===== config.mk =====
export PLATFORM = sky130hd
export DESIGN_NAME = gsc_top
export DESIGN_NICKNAME = d
export VERILOG_FILES = /design/src/include/gsc_pkg.sv /design/src/verilog/gsc_sync.sv /design/src/verilog/gsc_top.sv
export SDC_FILE = /design/constraint.sdc
export NUM_CORES = 1
export LEC_CHECK = 0
export BUFFER_PORTS_ARGS = -buffer_cell sky130_fd_sc_hd__buf_4
export CAP_MARGIN = 10
export CORE_ASPECT_RATIO = 1.25
export CORE_UTILIZATION = 64
export DETAILED_ROUTE_END_ITERATION = 8
export HOLD_SLACK_MARGIN = 0.03
export PLACE_DENSITY = 0.86
export SLEW_MARGIN = 5
export SYNTH_ARGS = -nofsm -noshare
export SYNTH_HDL_FRONTEND = slang
export SYNTH_HIERARCHICAL = 1
export SYNTH_SLANG_ARGS = --single-unit

===== constraint.sdc =====
create_clock -name clk_i -period 3.94 [get_ports clk_i]
set_input_delay 0.197 -clock clk_i [delete_from_list [all_inputs] [get_ports clk_i]]
set_output_delay 0.197 -clock clk_i [all_outputs]
set_load 0.05 [all_outputs]

===== src/include/gsc_pkg.sv =====
package gsc_pkg;

    // ************************************************************
    // sizes
    // ************************************************************
    localparam int unsigned NGRP = 4;
    localparam int unsigned NIRQ = 4;

    // ************************************************************
    // timing
    // ************************************************************
    localparam int unsigned CLK_NS      = 5;
    localparam int unsigned TICK_NS     = 1000;
    localparam int unsigned TICK_CYC    = (TICK_NS + CLK_NS - 1) / CLK_NS;
    localparam int unsigned INHIBIT_US  = 10;
    localparam int unsigned SHUTDOWN_US = 1000;
    localparam int unsigned CROWBAR_US  = 1000;
    localparam int unsigned PROG_US     = 100;
    localparam int unsigned MS_US       = 1000;

    // ************************************************************
    // register offsets
    // ************************************************************
    localparam logic [7:0] REG_CTRL     = 8'h00;
    localparam logic [7:0] REG_IRQ_CFG  = 8'h04;
    localparam logic [7:0] REG_AUTO_ON  = 8'h08;
    localparam logic [7:0] REG_STATUS   = 8'h0c;
    localparam logic [7:0] REG_CFG_STAT = 8'h10;
    localparam logic [7:0] REG_CMD      = 8'h14;
    localparam logic [7:0] REG_RT_SAVED = 8'h18;
    localparam logic [7:0] REG_RT_LIVE  = 8'h1c;

    // ************************************************************
    // fields
    // ************************************************************
    localparam int unsigned CTRL_FE_BIT     = 0;
    localparam int unsigned CTRL_CB_EN_BIT  = 1;
    localparam int unsigned CTRL_PROP_BIT   = 2;
    localparam int unsigned CTRL_FLT_FE_BIT = 3;
    localparam int unsigned IRQ_MODE_LSB    = 0;
    localparam int unsigned IRQ_MASK_LSB    = 4;
    localparam int unsigned CMD_ON_LSB      = 0;
    localparam int unsigned CMD_OFF_LSB     = 4;
    localparam int unsigned CMD_PROG_LSB    = 8;
    localparam int unsigned CMD_CB_BIT      = 12;
    localparam int unsigned CMD_CAUSE_BIT   = 13;
    localparam int unsigned CMD_FAULT_BIT   = 14;
    localparam int unsigned ST_OK_LSB       = 0;
    localparam int unsigned ST_ON_LSB       = 4;
    localparam int unsigned ST_FAULT_LSB    = 8;
    localparam int unsigned ST_AC_BIT       = 12;
    localparam int unsigned ST_SOFT_BIT     = 13;
    localparam int unsigned ST_SD_BIT       = 14;
    localparam int unsigned ST_CB_BIT       = 15;
    localparam int unsigned ST_FE_BIT       = 16;
    localparam int unsigned ST_BUSY_BIT     = 17;
    localparam int unsigned ST_INH_LSB      = 20;

    // ************************************************************
    // reset values
    // ************************************************************
    localparam logic [3:0]  CTRL_RST    = 4'h1;
    localparam logic [19:0] IRQ_CFG_RST = 20'h00000;
    localparam logic [3:0]  AUTO_ON_RST = 4'hf;
    localparam logic [10:0] SYNC_RST    = 11'h7ff;

    // ************************************************************
    // types
    // ************************************************************
    typedef struct packed {
        logic        cyc;
        logic        stb;
        logic        we;
        logic [7:0]  adr;
        logic [3:0]  sel;
        logic [31:0] dat;
    } gsc_wb_req_s;

    typedef struct packed {
        logic        ack;
        logic [31:0] dat;
    } gsc_wb_rsp_s;

    typedef enum logic [2:0] {
        ENG_IDLE   = 3'b001,
        ENG_PROG   = 3'b010,
        ENG_FINISH = 3'b100
    } gsc_eng_e;

endpackage


===== src/verilog/gsc_sync.sv =====
`timescale 1ns/1ps
`default_nettype none

module gsc_sync (
    input  wire logic        clk_i,
    input  wire logic        rst_i,
    input  wire logic [10:0] async_i,
    output logic      [10:0] level_o
);
    import gsc_pkg::*;

    typedef struct packed {
        logic [10:0] s1;
        logic [10:0] s2;
        logic [10:0] s3;
        logic [10:0] lvl;
    } gsc_sync_s;

    gsc_sync_s   s_q;
    gsc_sync_s   s_d;
    logic [10:0] lvl_nx;

    // ************************************************************
    // three stages, level changes once stages two and three agree
    // ************************************************************
    always_comb begin
        s_d     = s_q;
        s_d.s1  = async_i;
        s_d.s2  = s_q.s1;
        s_d.s3  = s_q.s2;
        s_d.lvl = lvl_nx;
    end

    genvar b;
    generate
        for (b = 0; b < 11; b++) begin : g_bit
            assign lvl_nx[b] = (s_q.s2[b] == s_q.s3[b]) ? s_q.s3[b] : s_q.lvl[b];
        end
    endgenerate

    always_ff @(posedge clk_i) begin
        if (rst_i) begin
            s_q <= {4{SYNC_RST}};
        end else begin
            s_q <= s_d;
        end
    end

    assign level_o = s_q.lvl;

endmodule
`default_nettype wire


===== src/verilog/gsc_top.sv =====
// How it works
// - four interrupt inputs, each either a group inhibit or a reprogram trigger
// - inhibit input low drives the OK lines of all its assigned groups low
// - inhibit high again releases those OK lines so converters restart
// - inhibit reaches the OK lines about ten microseconds after the fall
// - converter programming keeps running while an inhibit is held low
// - reprogram trigger input n acts on group n, except that its rise clears config status of all groups
// - trigger falling programs its group, then turns it on if auto-on
// - trigger rising pulls its OK line low at once, clears config status
// - AC-loss or soft shutdown low drives every OK line low
// - that shutdown clears config status and saves the run-time counter
// - status shows whether AC-loss or soft shutdown caused the shutdown
// - after release all groups reprogram, then turn on where auto-on is set
// - AC-loss or soft shutdown reaches the OK lines after about one millisecond
// - front-end enable output high enables, low disables, held in a setting
// - host may switch the front end at any time, last write wins
// - enabled crowbar fires a single one-millisecond high pulse
// - hard reset low clears all state, OK lines low, bus session dropped
// - after hard reset all groups program, then turn on where auto-on is set
// - propagated fault may switch the front end off and fire the crowbar
// - a per-group auto-on setting decides switch-on after programming
`timescale 1ns/1ps
`default_nettype none

module gsc_top #(
    parameter int unsigned SHUTDOWN_TICKS = gsc_pkg::SHUTDOWN_US,
    parameter int unsigned CROWBAR_TICKS  = gsc_pkg::CROWBAR_US,
    parameter int unsigned PROG_TICKS     = gsc_pkg::PROG_US
) (
    input  wire logic                 clk_i,
    input  wire logic                 rst_i,
    input  wire gsc_pkg::gsc_wb_req_s wb_req_i,
    output gsc_pkg::gsc_wb_rsp_s      wb_rsp_o,
    input  wire logic [3:0]           irq_input_n_i,
    input  wire logic                 ac_loss_in_n_i,
    input  wire logic                 soft_shutdown_in_n_i,
    input  wire logic                 hard_reset_in_n_i,
    input  wire logic [3:0]           ok_i,
    output logic      [3:0]           ok_o,
    output logic      [3:0]           ok_oe_o,
    output logic                      front_end_enable_out_o,
    output logic                      crowbar_trigger_out_o,
    output logic                      prog_busy_o,
    output logic      [1:0]           prog_group_o
);
    import gsc_pkg::*;

    // ************************************************************
    // state
    // ************************************************************
    typedef struct packed {
        logic [3:0]       ctrl;
        logic [19:0]      irq_cfg;
        logic [3:0]       auto_on;
        logic [3:0]       cfg_stat;
        logic [3:0]       on;
        logic [3:0]       pending;
        logic [3:0]       fault;
        logic             ac_cause;
        logic             soft_cause;
        logic             sd_active;
        logic [15:0]      sd_cnt;
        logic [3:0]       irq_prev;
        logic [3:0]       inh_act;
        logic [3:0][3:0]  inh_cnt;
        logic [7:0]       tick_cnt;
        logic             tick;
        logic [9:0]       ms_cnt;
        logic [31:0]      runtime;
        logic [31:0]      rt_saved;
        logic [15:0]      cb_cnt;
        logic             cb_out;
        logic [3:0]       ok_oe;
        logic [3:0]       ok_out;
        logic [3:0][3:0]  oe_hist;
        logic             flt_prev;
        gsc_eng_e         eng;
        logic             busy;
        logic [1:0]       grp;
        logic [15:0]      prog_cnt;
        logic             ack;
        logic [31:0]      rdat;
    } gsc_state_s;

    localparam gsc_state_s S_RST = '{
        ctrl:    CTRL_RST,
        irq_cfg: IRQ_CFG_RST,
        auto_on: AUTO_ON_RST,
        pending: 4'hf,
        irq_prev: 4'hf,
        ok_oe:   4'hf,
        eng:     ENG_IDLE,
        default: '0
    };

    localparam logic [7:0]  TICK_LAST = 8'(TICK_CYC - 1);
    localparam logic [9:0]  MS_LAST   = 10'(MS_US - 1);
    localparam logic [3:0]  INH_LIM   = 4'(INHIBIT_US);
    localparam logic [15:0] SD_LIM    = 16'(SHUTDOWN_TICKS);
    localparam logic [15:0] CB_LIM    = 16'(CROWBAR_TICKS);
    localparam logic [15:0] PROG_LIM  = 16'(PROG_TICKS);

    gsc_state_s  s_q;
    gsc_state_s  n;
    logic [10:0] sy;
    logic [3:0]  sy_irq_n;
    logic        sy_ac_n;
    logic        sy_soft_n;
    logic        sy_hard_n;
    logic [3:0]  sy_ok;
    logic        access;
    logic [31:0] wmask;
    logic [31:0] wdat;
    logic [3:0]  flt_live;
    logic [3:0]  prop_req;
    logic [3:0]  inh_grp;
    logic        any_low;
    logic        cb_fire;

    // ************************************************************
    // input synchronisers
    // ************************************************************
    // sync the interrupt, shutdown, hard-reset and OK input pins
    gsc_sync u_sync (
        .clk_i   (clk_i),
        .rst_i   (rst_i),
        .async_i ({ok_i, hard_reset_in_n_i, soft_shutdown_in_n_i,
                   ac_loss_in_n_i, irq_input_n_i}),
        .level_o (sy)
    );

    assign sy_irq_n  = sy[3:0];
    assign sy_ac_n   = sy[4];
    assign sy_soft_n = sy[5];
    assign sy_hard_n = sy[6];
    assign sy_ok     = sy[10:7];

    function automatic logic [1:0] lowest(input logic [3:0] v);
        logic [1:0] r;
        r = 2'd0;
        for (int k = 3; k >= 0; k--) begin
            if (v[k]) begin
                r = 2'(k);
            end
        end
        return r;
    endfunction

    // ************************************************************
    // next state
    // ************************************************************
    always_comb begin
        n       = s_q;
        n.tick  = 1'b0;
        n.ack   = 1'b0;
        cb_fire = 1'b0;
        access  = wb_req_i.cyc & wb_req_i.stb & ~s_q.ack;
        for (int b = 0; b < 4; b++) begin
            wmask[8*b +: 8] = {8{wb_req_i.sel[b]}};
        end
        wdat = wb_req_i.dat & wmask;

        // microsecond tick and run-time counter in milliseconds
        if (s_q.tick_cnt == TICK_LAST) begin
            n.tick_cnt = 8'h00;
            n.tick     = 1'b1;
        end else begin
            n.tick_cnt = s_q.tick_cnt + 8'h01;
        end
        if (s_q.tick) begin
            if (s_q.ms_cnt == MS_LAST) begin
                n.ms_cnt  = 10'h000;
                n.runtime = s_q.runtime + 32'h00000001;
            end else begin
                n.ms_cnt = s_q.ms_cnt + 10'h001;
            end
        end

        // bus writes come first so hardware sets below win
        if (access) begin
            n.ack = 1'b1;
            if (wb_req_i.we) begin
                case (wb_req_i.adr)
                    REG_CTRL:    n.ctrl = (s_q.ctrl & ~wmask[3:0]) | wdat[3:0];
                    REG_IRQ_CFG: n.irq_cfg = (s_q.irq_cfg & ~wmask[19:0]) | wdat[19:0];
                    REG_AUTO_ON: n.auto_on = (s_q.auto_on & ~wmask[3:0]) | wdat[3:0];
                    REG_CMD: begin
                        n.on      = (s_q.on | wdat[CMD_ON_LSB +: 4]) & ~wdat[CMD_OFF_LSB +: 4];
                        n.pending = s_q.pending | wdat[CMD_PROG_LSB +: 4];
                        cb_fire   = wdat[CMD_CB_BIT];
                        if (wdat[CMD_CAUSE_BIT]) begin
                            n.ac_cause   = 1'b0;
                            n.soft_cause = 1'b0;
                        end
                        if (wdat[CMD_FAULT_BIT]) begin
                            n.fault = 4'h0;
                        end
                    end
                    default: ;
                endcase
            end else begin
                case (wb_req_i.adr)
                    REG_CTRL:     n.rdat = {28'h0000000, s_q.ctrl};
                    REG_IRQ_CFG:  n.rdat = {12'h000, s_q.irq_cfg};
                    REG_AUTO_ON:  n.rdat = {28'h0000000, s_q.auto_on};
                    REG_STATUS: begin
                        n.rdat = 32'h00000000;
                        n.rdat[ST_OK_LSB +: 4]    = sy_ok;
                        n.rdat[ST_ON_LSB +: 4]    = s_q.on;
                        n.rdat[ST_FAULT_LSB +: 4] = s_q.fault;
                        n.rdat[ST_AC_BIT]         = s_q.ac_cause;
                        n.rdat[ST_SOFT_BIT]       = s_q.soft_cause;
                        n.rdat[ST_SD_BIT]         = s_q.sd_active;
                        n.rdat[ST_CB_BIT]         = s_q.cb_out;
                        n.rdat[ST_FE_BIT]         = s_q.ctrl[CTRL_FE_BIT];
                        n.rdat[ST_BUSY_BIT]       = s_q.busy;
                        n.rdat[ST_INH_LSB +: 4]   = s_q.inh_act;
                    end
                    REG_CFG_STAT: n.rdat = {28'h0000000, s_q.cfg_stat};
                    REG_RT_SAVED: n.rdat = s_q.rt_saved;
                    REG_RT_LIVE:  n.rdat = s_q.runtime;
                    default:      n.rdat = 32'h00000000;
                endcase
            end
        end

        // programming engine
        case (s_q.eng)
            ENG_IDLE: begin
                if (!s_q.sd_active && |s_q.pending) begin
                    n.grp      = lowest(s_q.pending);
                    n.prog_cnt = 16'h0000;
                    n.busy     = 1'b1;
                    n.eng      = ENG_PROG;
                end
            end
            ENG_PROG: begin
                if (s_q.prog_cnt >= PROG_LIM) begin
                    n.eng = ENG_FINISH;
                end else if (s_q.tick) begin
                    n.prog_cnt = s_q.prog_cnt + 16'h0001;
                end
            end
            ENG_FINISH: begin
                n.cfg_stat[s_q.grp] = 1'b1;
                n.pending[s_q.grp]  = 1'b0;
                if (s_q.auto_on[s_q.grp]) begin
                    n.on[s_q.grp] = 1'b1;
                end
                n.busy = 1'b0;
                n.eng  = ENG_IDLE;
            end
            default: begin
                n.busy = 1'b0;
                n.eng  = ENG_IDLE;
            end
        endcase

        // interrupt inputs
        for (int i = 0; i < 4; i++) begin
            n.irq_prev[i] = sy_irq_n[i];
            if (!s_q.irq_cfg[IRQ_MODE_LSB + i]) begin
                if (!sy_irq_n[i]) begin
                    if (s_q.inh_cnt[i] >= INH_LIM) begin
                        n.inh_act[i] = 1'b1;
                    end else if (s_q.tick) begin
                        n.inh_cnt[i] = s_q.inh_cnt[i] + 4'h1;
                    end
                end else begin
                    n.inh_cnt[i] = 4'h0;
                    n.inh_act[i] = 1'b0;
                end
            end else begin
                n.inh_cnt[i] = 4'h0;
                n.inh_act[i] = 1'b0;
                if (s_q.irq_prev[i] && !sy_irq_n[i]) begin
                    n.pending[i] = 1'b1;
                end
                if (!s_q.irq_prev[i] && sy_irq_n[i]) begin
                    n.on[i]      = 1'b0;
                    n.pending[i] = 1'b0;
                    n.cfg_stat   = 4'h0;
                    if (s_q.busy && s_q.grp == 2'(i)) begin
                        n.busy = 1'b0;
                        n.eng  = ENG_IDLE;
                    end
                end
            end
        end

        // AC-loss and soft shutdown
        any_low = ~sy_ac_n | ~sy_soft_n;
        if (any_low) begin
            if (!s_q.sd_active) begin
                if (s_q.sd_cnt >= SD_LIM) begin
                    n.sd_active = 1'b1;
                    n.on        = 4'h0;
                    n.pending   = 4'h0;
                    n.busy      = 1'b0;
                    n.eng       = ENG_IDLE;
                    n.cfg_stat  = 4'h0;
                    n.rt_saved  = s_q.runtime;
                end else if (s_q.tick) begin
                    n.sd_cnt = s_q.sd_cnt + 16'h0001;
                end
            end
            if (s_q.sd_active || s_q.sd_cnt >= SD_LIM) begin
                n.ac_cause   = n.ac_cause | ~sy_ac_n;
                n.soft_cause = n.soft_cause | ~sy_soft_n;
            end
        end else begin
            n.sd_cnt = 16'h0000;
            if (s_q.sd_active) begin
                n.sd_active = 1'b0;
                n.pending   = 4'hf;
            end
        end

        // fault propagation from a converter pulling its own line low
        for (int g = 0; g < 4; g++) begin
            flt_live[g] = s_q.ctrl[CTRL_PROP_BIT] & s_q.on[g] & ~s_q.ok_oe[g]
                          & ~(|s_q.oe_hist[g]) & ~sy_ok[g];
            n.oe_hist[g] = {s_q.oe_hist[g][2:0], s_q.ok_oe[g]};
        end
        n.fault    = n.fault | flt_live;
        n.flt_prev = |flt_live;
        if (|flt_live && !s_q.flt_prev) begin
            if (s_q.ctrl[CTRL_FLT_FE_BIT]) begin
                n.ctrl[CTRL_FE_BIT] = 1'b0;
            end
            cb_fire = 1'b1;
        end

        if (s_q.cb_out) begin
            if (s_q.cb_cnt >= CB_LIM) begin
                n.cb_out = 1'b0;
            end else if (s_q.tick) begin
                n.cb_cnt = s_q.cb_cnt + 16'h0001;
            end
        end else if (cb_fire && s_q.ctrl[CTRL_CB_EN_BIT]) begin
            n.cb_out = 1'b1;
            n.cb_cnt = 16'h0000;
        end

        // OK line drive
        for (int g = 0; g < 4; g++) begin
            inh_grp[g] = 1'b0;
            for (int i = 0; i < 4; i++) begin
                inh_grp[g] = inh_grp[g] | (n.inh_act[i] & s_q.irq_cfg[IRQ_MASK_LSB + 4*i + g]);
            end
            prop_req[g] = |(flt_live & ~(4'h1 << g));
            // any source holds the line low
            n.ok_oe[g] = ~n.on[g] | n.sd_active | inh_grp[g] | prop_req[g];
        end
        n.ok_out = 4'h0;

        if (!sy_hard_n) begin
            // reset state leaves all groups pending
            n = S_RST;
        end
    end

    always_ff @(posedge clk_i) begin
        if (rst_i) begin
            s_q <= S_RST;
        end else begin
            s_q <= n;
        end
    end

    // ************************************************************
    // outputs
    // ************************************************************
    assign wb_rsp_o.ack = s_q.ack;
    assign wb_rsp_o.dat = s_q.rdat;
    assign ok_o         = s_q.ok_out;
    assign ok_oe_o      = s_q.ok_oe;
    assign front_end_enable_out_o = s_q.ctrl[CTRL_FE_BIT];
    assign crowbar_trigger_out_o  = s_q.cb_out;
    assign prog_busy_o            = s_q.busy;
    assign prog_group_o           = s_q.grp;

endmodule
`default_nettype wire


After elaboration in Yosys (flattened, before gate mapping). Cells that the tools add are included. Widths: inputs -> output; s select.

Mux-type cells: 109. Magnitude comparators: 9. Equality and inequality tests: 31. Shift-type cells: 0. Div/mod/pow operators: 0. Bitwise operators: 107. Reductions and logical operators: 62. $add $sub $neg: 10. Multipliers: 0.

Operators with widths (count): $pmux 32 s7 (1); $mux 4 (26); $mux 16 (6); $mux 17 (4); $mux 25 (2); $add 16x1->16 const B (3); $mux 22 (2); $mux 1 (42); $mux 14 (3); $and 20x20->20 (2); $reduce_or 4->1 (10); $mux 12 (3); $and 1x1->1 (34); $mux 33 (1); $add 32x1->32 const B (1); $eq 8x5->1 const B (4); $ge 16x10->1 const B (2); $mux 32 (1); $pmux 16 s2 (1); $not 1->1 (28); $or 4x4->4 (7); $or 1x1->1 (27); $mux 20 (1); $not 20->20 (1); other kinds (42) (116).

Bits in latches: 0. Bits in writable memories: 0. Bits of input ports: 60. Output and inout bits: 46. Logic and storage cells: 380. ROM bits: 0. Memories: 0. Bits in registers: 311.

Logic depth before layout (Yosys ltp).
Word-level depth: 24. Gate-level depth with buffers: 8. Mapped depth without buffers: 7.

Cells and area by module. The synthesis kept the hierarchy.

By module, submodules not included: gsc_top (instances 1, cells each 1342, area an instance 11711.2 um^2, sequential area each 5265.0 um^2); gsc_sync (instances 1, cells each 125, area an instance 1393.8 um^2, sequential area each 880.8 um^2).

Least setup slack after synthesis. Ideal clock, no wire load.

Path kind: input -> register. From: in wb_req_i[43] (netlist bit). To: reg s_q, in the netlist ok_oe_o[1]. Stages on the path: 6. Data arrival time: 2.184 ns. Library setup time: 0.134 ns. Setup slack: 1.622 ns. Cells stage by stage: or4b_1 -> buf_2 -> nor4_4 -> a221oi_2 -> or4_1 -> or4_1.

Word-level cells in the longest chain between the ends: 16.

Ends and longest elaborated chain: start, declared (RTL line gsc_top.sv:32) `input wire gsc_pkg::gsc_wb_req_s wb_req_i,`; $eq 8x5->1 (*) (RTL line gsc_top.sv:183) `case (wb_req_i.adr)`; $mux 14 (*) (RTL line gsc_top.sv:183); $mux 14 (*) (RTL line gsc_top.sv:182) `if (wb_req_i.we) begin`; $mux 14 (*) (RTL line gsc_top.sv:180) `if (access) begin`; $or 4x4->4 (no source line); $mux 4 (RTL line gsc_top.sv:247) `if (s_q.auto_on[s_q.grp]) begin`; $mux 12 (*) (RTL line gsc_top.sv:228) `case (s_q.eng)`; $mux 1 (RTL line gsc_top.sv:279) `if (!s_q.irq_prev[i] && sy_irq_n[i]) begin`; $mux 1 (*) (RTL line gsc_top.sv:262) `if (!s_q.irq_cfg[IRQ_MODE_LSB + i]) begin`; $mux 12 (RTL line gsc_top.sv:295) `if (s_q.sd_cnt >= SD_LIM) begin`; $mux 12 (RTL line gsc_top.sv:294) `if (!s_q.sd_active) begin`; $mux 8 (*) (RTL line gsc_top.sv:293) `if (any_low) begin`; $not 1->1 (*) (RTL line gsc_top.sv:353) `n.ok_oe[g] = ~n.on[g] | n.sd_active | inh_grp[g] | prop_req[g];`; $or 1x1->1 (*) (3 in a row) (RTL line gsc_top.sv:353); end signal, assigned (RTL line gsc_top.sv:367) `s_q <= n;`; end, declared (RTL line gsc_top.sv:103) `gsc_state_s s_q;`.

Mark *: on every way between the ends. The rest lies on a longest branch, timed or not. A chain may end at the register's enable or synchronous reset.

Worst setup path in the final report.
From: reg s_q, in the netlist wb_rsp_o[32]. To: reg s_q[86] (netlist bit).

Word-level cells in the longest chain between the ends: 7.

Ends and longest elaborated chain: $not 1->1 (RTL line gsc_top.sv:157) `access = wb_req_i.cyc & wb_req_i.stb & ~s_q.ack;`; $and 1x1->1 (RTL line gsc_top.sv:157); $mux 1 (RTL line gsc_top.sv:180); $mux 1 (RTL line gsc_top.sv:327) `if (|flt_live && !s_q.flt_prev) begin`; $logic_and 1x1->1 (RTL line gsc_top.sv:340) `end else if (cb_fire && s_q.ctrl[CTRL_CB_EN_BIT]) begin`; $reduce_bool 2->1 (no source line); $reduce_and 3->1 (no source line).

No other way between the ends.

==> flow_metrics.tcl <==
set metrics [dict create \
    cp-start-kind "register" \
    place_hpwl_um 22700 \
    final_nets 1591 \
    p_per_area_mw_per_mm2 433 \
    worst_pin_slew_ns 1.09 \
    io_pins 106 \
    syn_to_final_growth_pct 14.1 \
    portBuffers 88 \
    outcome "finished, final reports clean" \
    p_leak_nw 5.65 \
    cpPeakStageDelay_ns 0.92 \
    hp-class "in2reg" \
    startpoint "wb_rsp_o[32]" \
    ir_drop_mv 0.355 \
    min_path_cells 2 \
    clockRootBuffer "clkbuf_16" \
    cp.required_ns 4.43 \
    start_util_pct 65.2 \
    vias 11308 \
    die_height_um 162 \
    synth_enable_flop_cells 0 \
    min_period_over_period_pct 69.2 \
    end_kind "register" \
    crit_type "reg2reg" \
    cp_slowest_cell "nor4_2" \
    critPathArrivalTime_ns 3.22 \
    crit_chain "nand4b_1 > nor4_2 > nand3_1 > a31oi_1 > mux2i_1" \
    drv_slew 0 \
    fmax_mhz 367 \
    syn_area_sq_mm 0.0131 \
    n_antenna_cell 0 \
    ys_seq_area_share_pct 46.9 \
    synth_cell_types 77 \
    gr-total-overflow 0 \
    setup_violations 0 \
    skew_ns 0.0134 \
    grt_pass1_wl_um 54100 \
    avgSynthCellArea_sq_um 8.93 \
    place_ws_ns 1.02 \
    crit_fanout 6 \
    cts-resized-gates 0 \
    ant_nets 0 \
    grt.total_usage_pct 32.4 \
    die_w_um 130 \
    num_rows 58 \
    max_slew_margin_pct 27.4 \
    layout-drive-gt1-share_pct 11.8 \
    min_from "rst_i" \
    wl_per_cell_um 19.0 \
    whs_ns 0.106 \
    grt_pass1_vias 10832 \
    htree_levels 1 \
    core_area_sq_mm 0.0201 \
    cts_inserted_buffers 30 \
    grt_max_degree 47 \
    viasPerCell 6.26 \
    gp_congestion 0.963 \
    setup_slack_ns 1.21 \
    post_cts_buffers 0 \
    antenna_found_initial 0 \
    drc 0 \
    reg2reg_depth 5 \
    cts_buffer_depth 3 \
    clock_latency_ns 0.56 \
    synthCells 1467 \
    yosysWarnings 6 \
    rsz0062_at_grt "false" \
    dr.pass1.iters 8 \
    path_clk_slew_ns 0.06 \
    drv_cap 0 \
    clock-sinks 307 \
    first_iter_violations 1010 \
    async_flop_share_pct 0 \
    r2r_start "wb_rsp_o[32]" \
    final.setup.tns_ns 0 \
    yosys_register_bits 307 \
    finalPower_mw 6.47 \
    dieArea_sq_mm 0.0211 \
    fin_crit_ns 2.73 \
    cts_tree "built" \
    dominantRegCellSynth "dfxtp_1" \
    hold_viol 0 \
    finalWirelength_um 34400 \
]
critical path, delay by kind of cell, from the launching register on:
kind | cells | cell delay (ns)
flops | 1 | 0.36
simple gates | 3 | 1.80
compound gates | 1 | 0.31
mux | 1 | 0.20
routing by layer:
layer | up-vias | global-route usage [%] | routed length (um)
li1 | 5258 | - | -
met1 | 5353 | 38.0 | 13200
met2 | 548 | 54.9 | 16600
met3 | 149 | 6.13 | 2710
met4 | 0 | 18.6 | 1920
met5 | - | 0 | 0
sequential cells by signal (all words and copies together) (netlist names), 2 cells and up, named ones only:
name / cells
u_sync/s_q: 11
wb_rsp_o: 33
u_sync/s_d: 22
prog_group_o: 2
ok_oe_o: 4
u_sync/level_o: 11
s_q: 194
placed cells by master (no fill, tap or decap), types with 9 or more instances in the layout:
| cell | synthesis | layout |
|---|---|---|
| nor2b_1 | 10 | 9 |
| o21bai_1 | 12 | 12 |
| a2bb2oi_1 | 14 | 14 |
| a21oi_1 | 97 | 97 |
| nor3_1 | 10 | 9 |
| ha_1 | 17 | 17 |
| inv_1 | 31 | 31 |
| nor2_1 | 154 | 154 |
| mux2i_1 | 35 | 35 |
| nor4_1 | 13 | 12 |
| a22o_1 | 21 | 21 |
| o31ai_1 | 18 | 18 |
| xor2_1 | 24 | 24 |
| nand3_1 | 45 | 45 |
| or4_1 | 21 | 21 |
| and3_1 | 31 | 31 |
| and2_1 | 35 | 35 |
| clkbuf_16 | 0 | 31 |
| dlygate4sd3_1 | 0 | 33 |
| a22oi_1 | 43 | 43 |
| buf_4 | 54 | 104 |
| o21ai_0 | 22 | 22 |
| dfxtp_1 | 307 | 307 |
| a31oi_1 | 11 | 11 |
| clkbuf_8 | 0 | 9 |
| nand4_1 | 27 | 27 |
| xnor2_1 | 16 | 16 |
| nand2_1 | 159 | 159 |
| or3_1 | 21 | 21 |
| or2_1 | 30 | 30 |
| and4_1 | 12 | 12 |
path summary, 6_finish.rpt:
kind / endpoint / slack [ns]
hold reg to reg: u_sync/s_d[19] / 0.40
hold / removal: u_sync/level_o[7] / 0.11
setup / recovery: s_q[86] / 1.21
setup reg to reg: s_q[86] / 1.21
logic make-up (layout without fill, tap and decap cells):
logic type | Yosys count | count (layout) | share of synthesized area (%)
muxes | 38 | 38 | 3.02
other | 1 | 4 | 0.0286
AOI/OAI and AO/OA | 298 | 298 | 15.7
adders and majority gates | 17 | 17 | 1.62
xor gates and xnor gates | 40 | 40 | 2.67
buffers and inverters | 156 | 222 | 6.28
DFF | 307 | 307 | 46.9
and+or+nand+nor | 610 | 610 | 23.7
power by group:
group | internal, mW | leakage, nW | switching, mW
clock network | 1.86 | 0.528 | 1.19
registers | 3.14 | 2.49 | 0.0282
logic | 0.107 | 2.63 | 0.159
layout make-up:
| class | instances | area (sq um) |
|---|---|---|
| fillers | 1364 | 5150 |
| flip-flops and latches | 307 | 6150 |
| clock inverters | 10 | 153 |
| multi-input cells | 1007 | 6170 |
| clock buffers | 44 | 915 |
| well taps | 270 | 338 |
| inverters | 31 | 116 |
| repair buffers | 137 | 1110 |
cells in the mapped netlist, drive strengths merged, types with 24 or more instances:
cell type / n / area (sq um)
or2: 37 / 231
and3: 31 / 194
mux2i: 35 / 350
and2: 35 / 219
nand2: 159 / 597
a21oi: 97 / 485
nor2: 155 / 584
inv: 31 / 116
xor2: 24 / 210
nand4: 27 / 169
a22oi: 43 / 323
clkbuf: 53 / 199
dfxtp: 307 / 6150
nand3: 45 / 225
buf: 72 / 508
stage by stage:
stage               utilization (%)  instances  instance area [sq um]
global placement               67.4       1719                  13500
detailed placement             67.4       1719                  13500
CTS                            74.4       1806                  14900
floorplan                         -       1470                  13100
global route                   74.4       1806                  14900
finish                         74.4       1806                  14900
timing repair:
action                     4_1_cts  5_1_grt
hold endpoints to repair        46        0
setup endpoints to repair        0        0
hold buffers                    33        0
(Power assumes the default switching activity.)
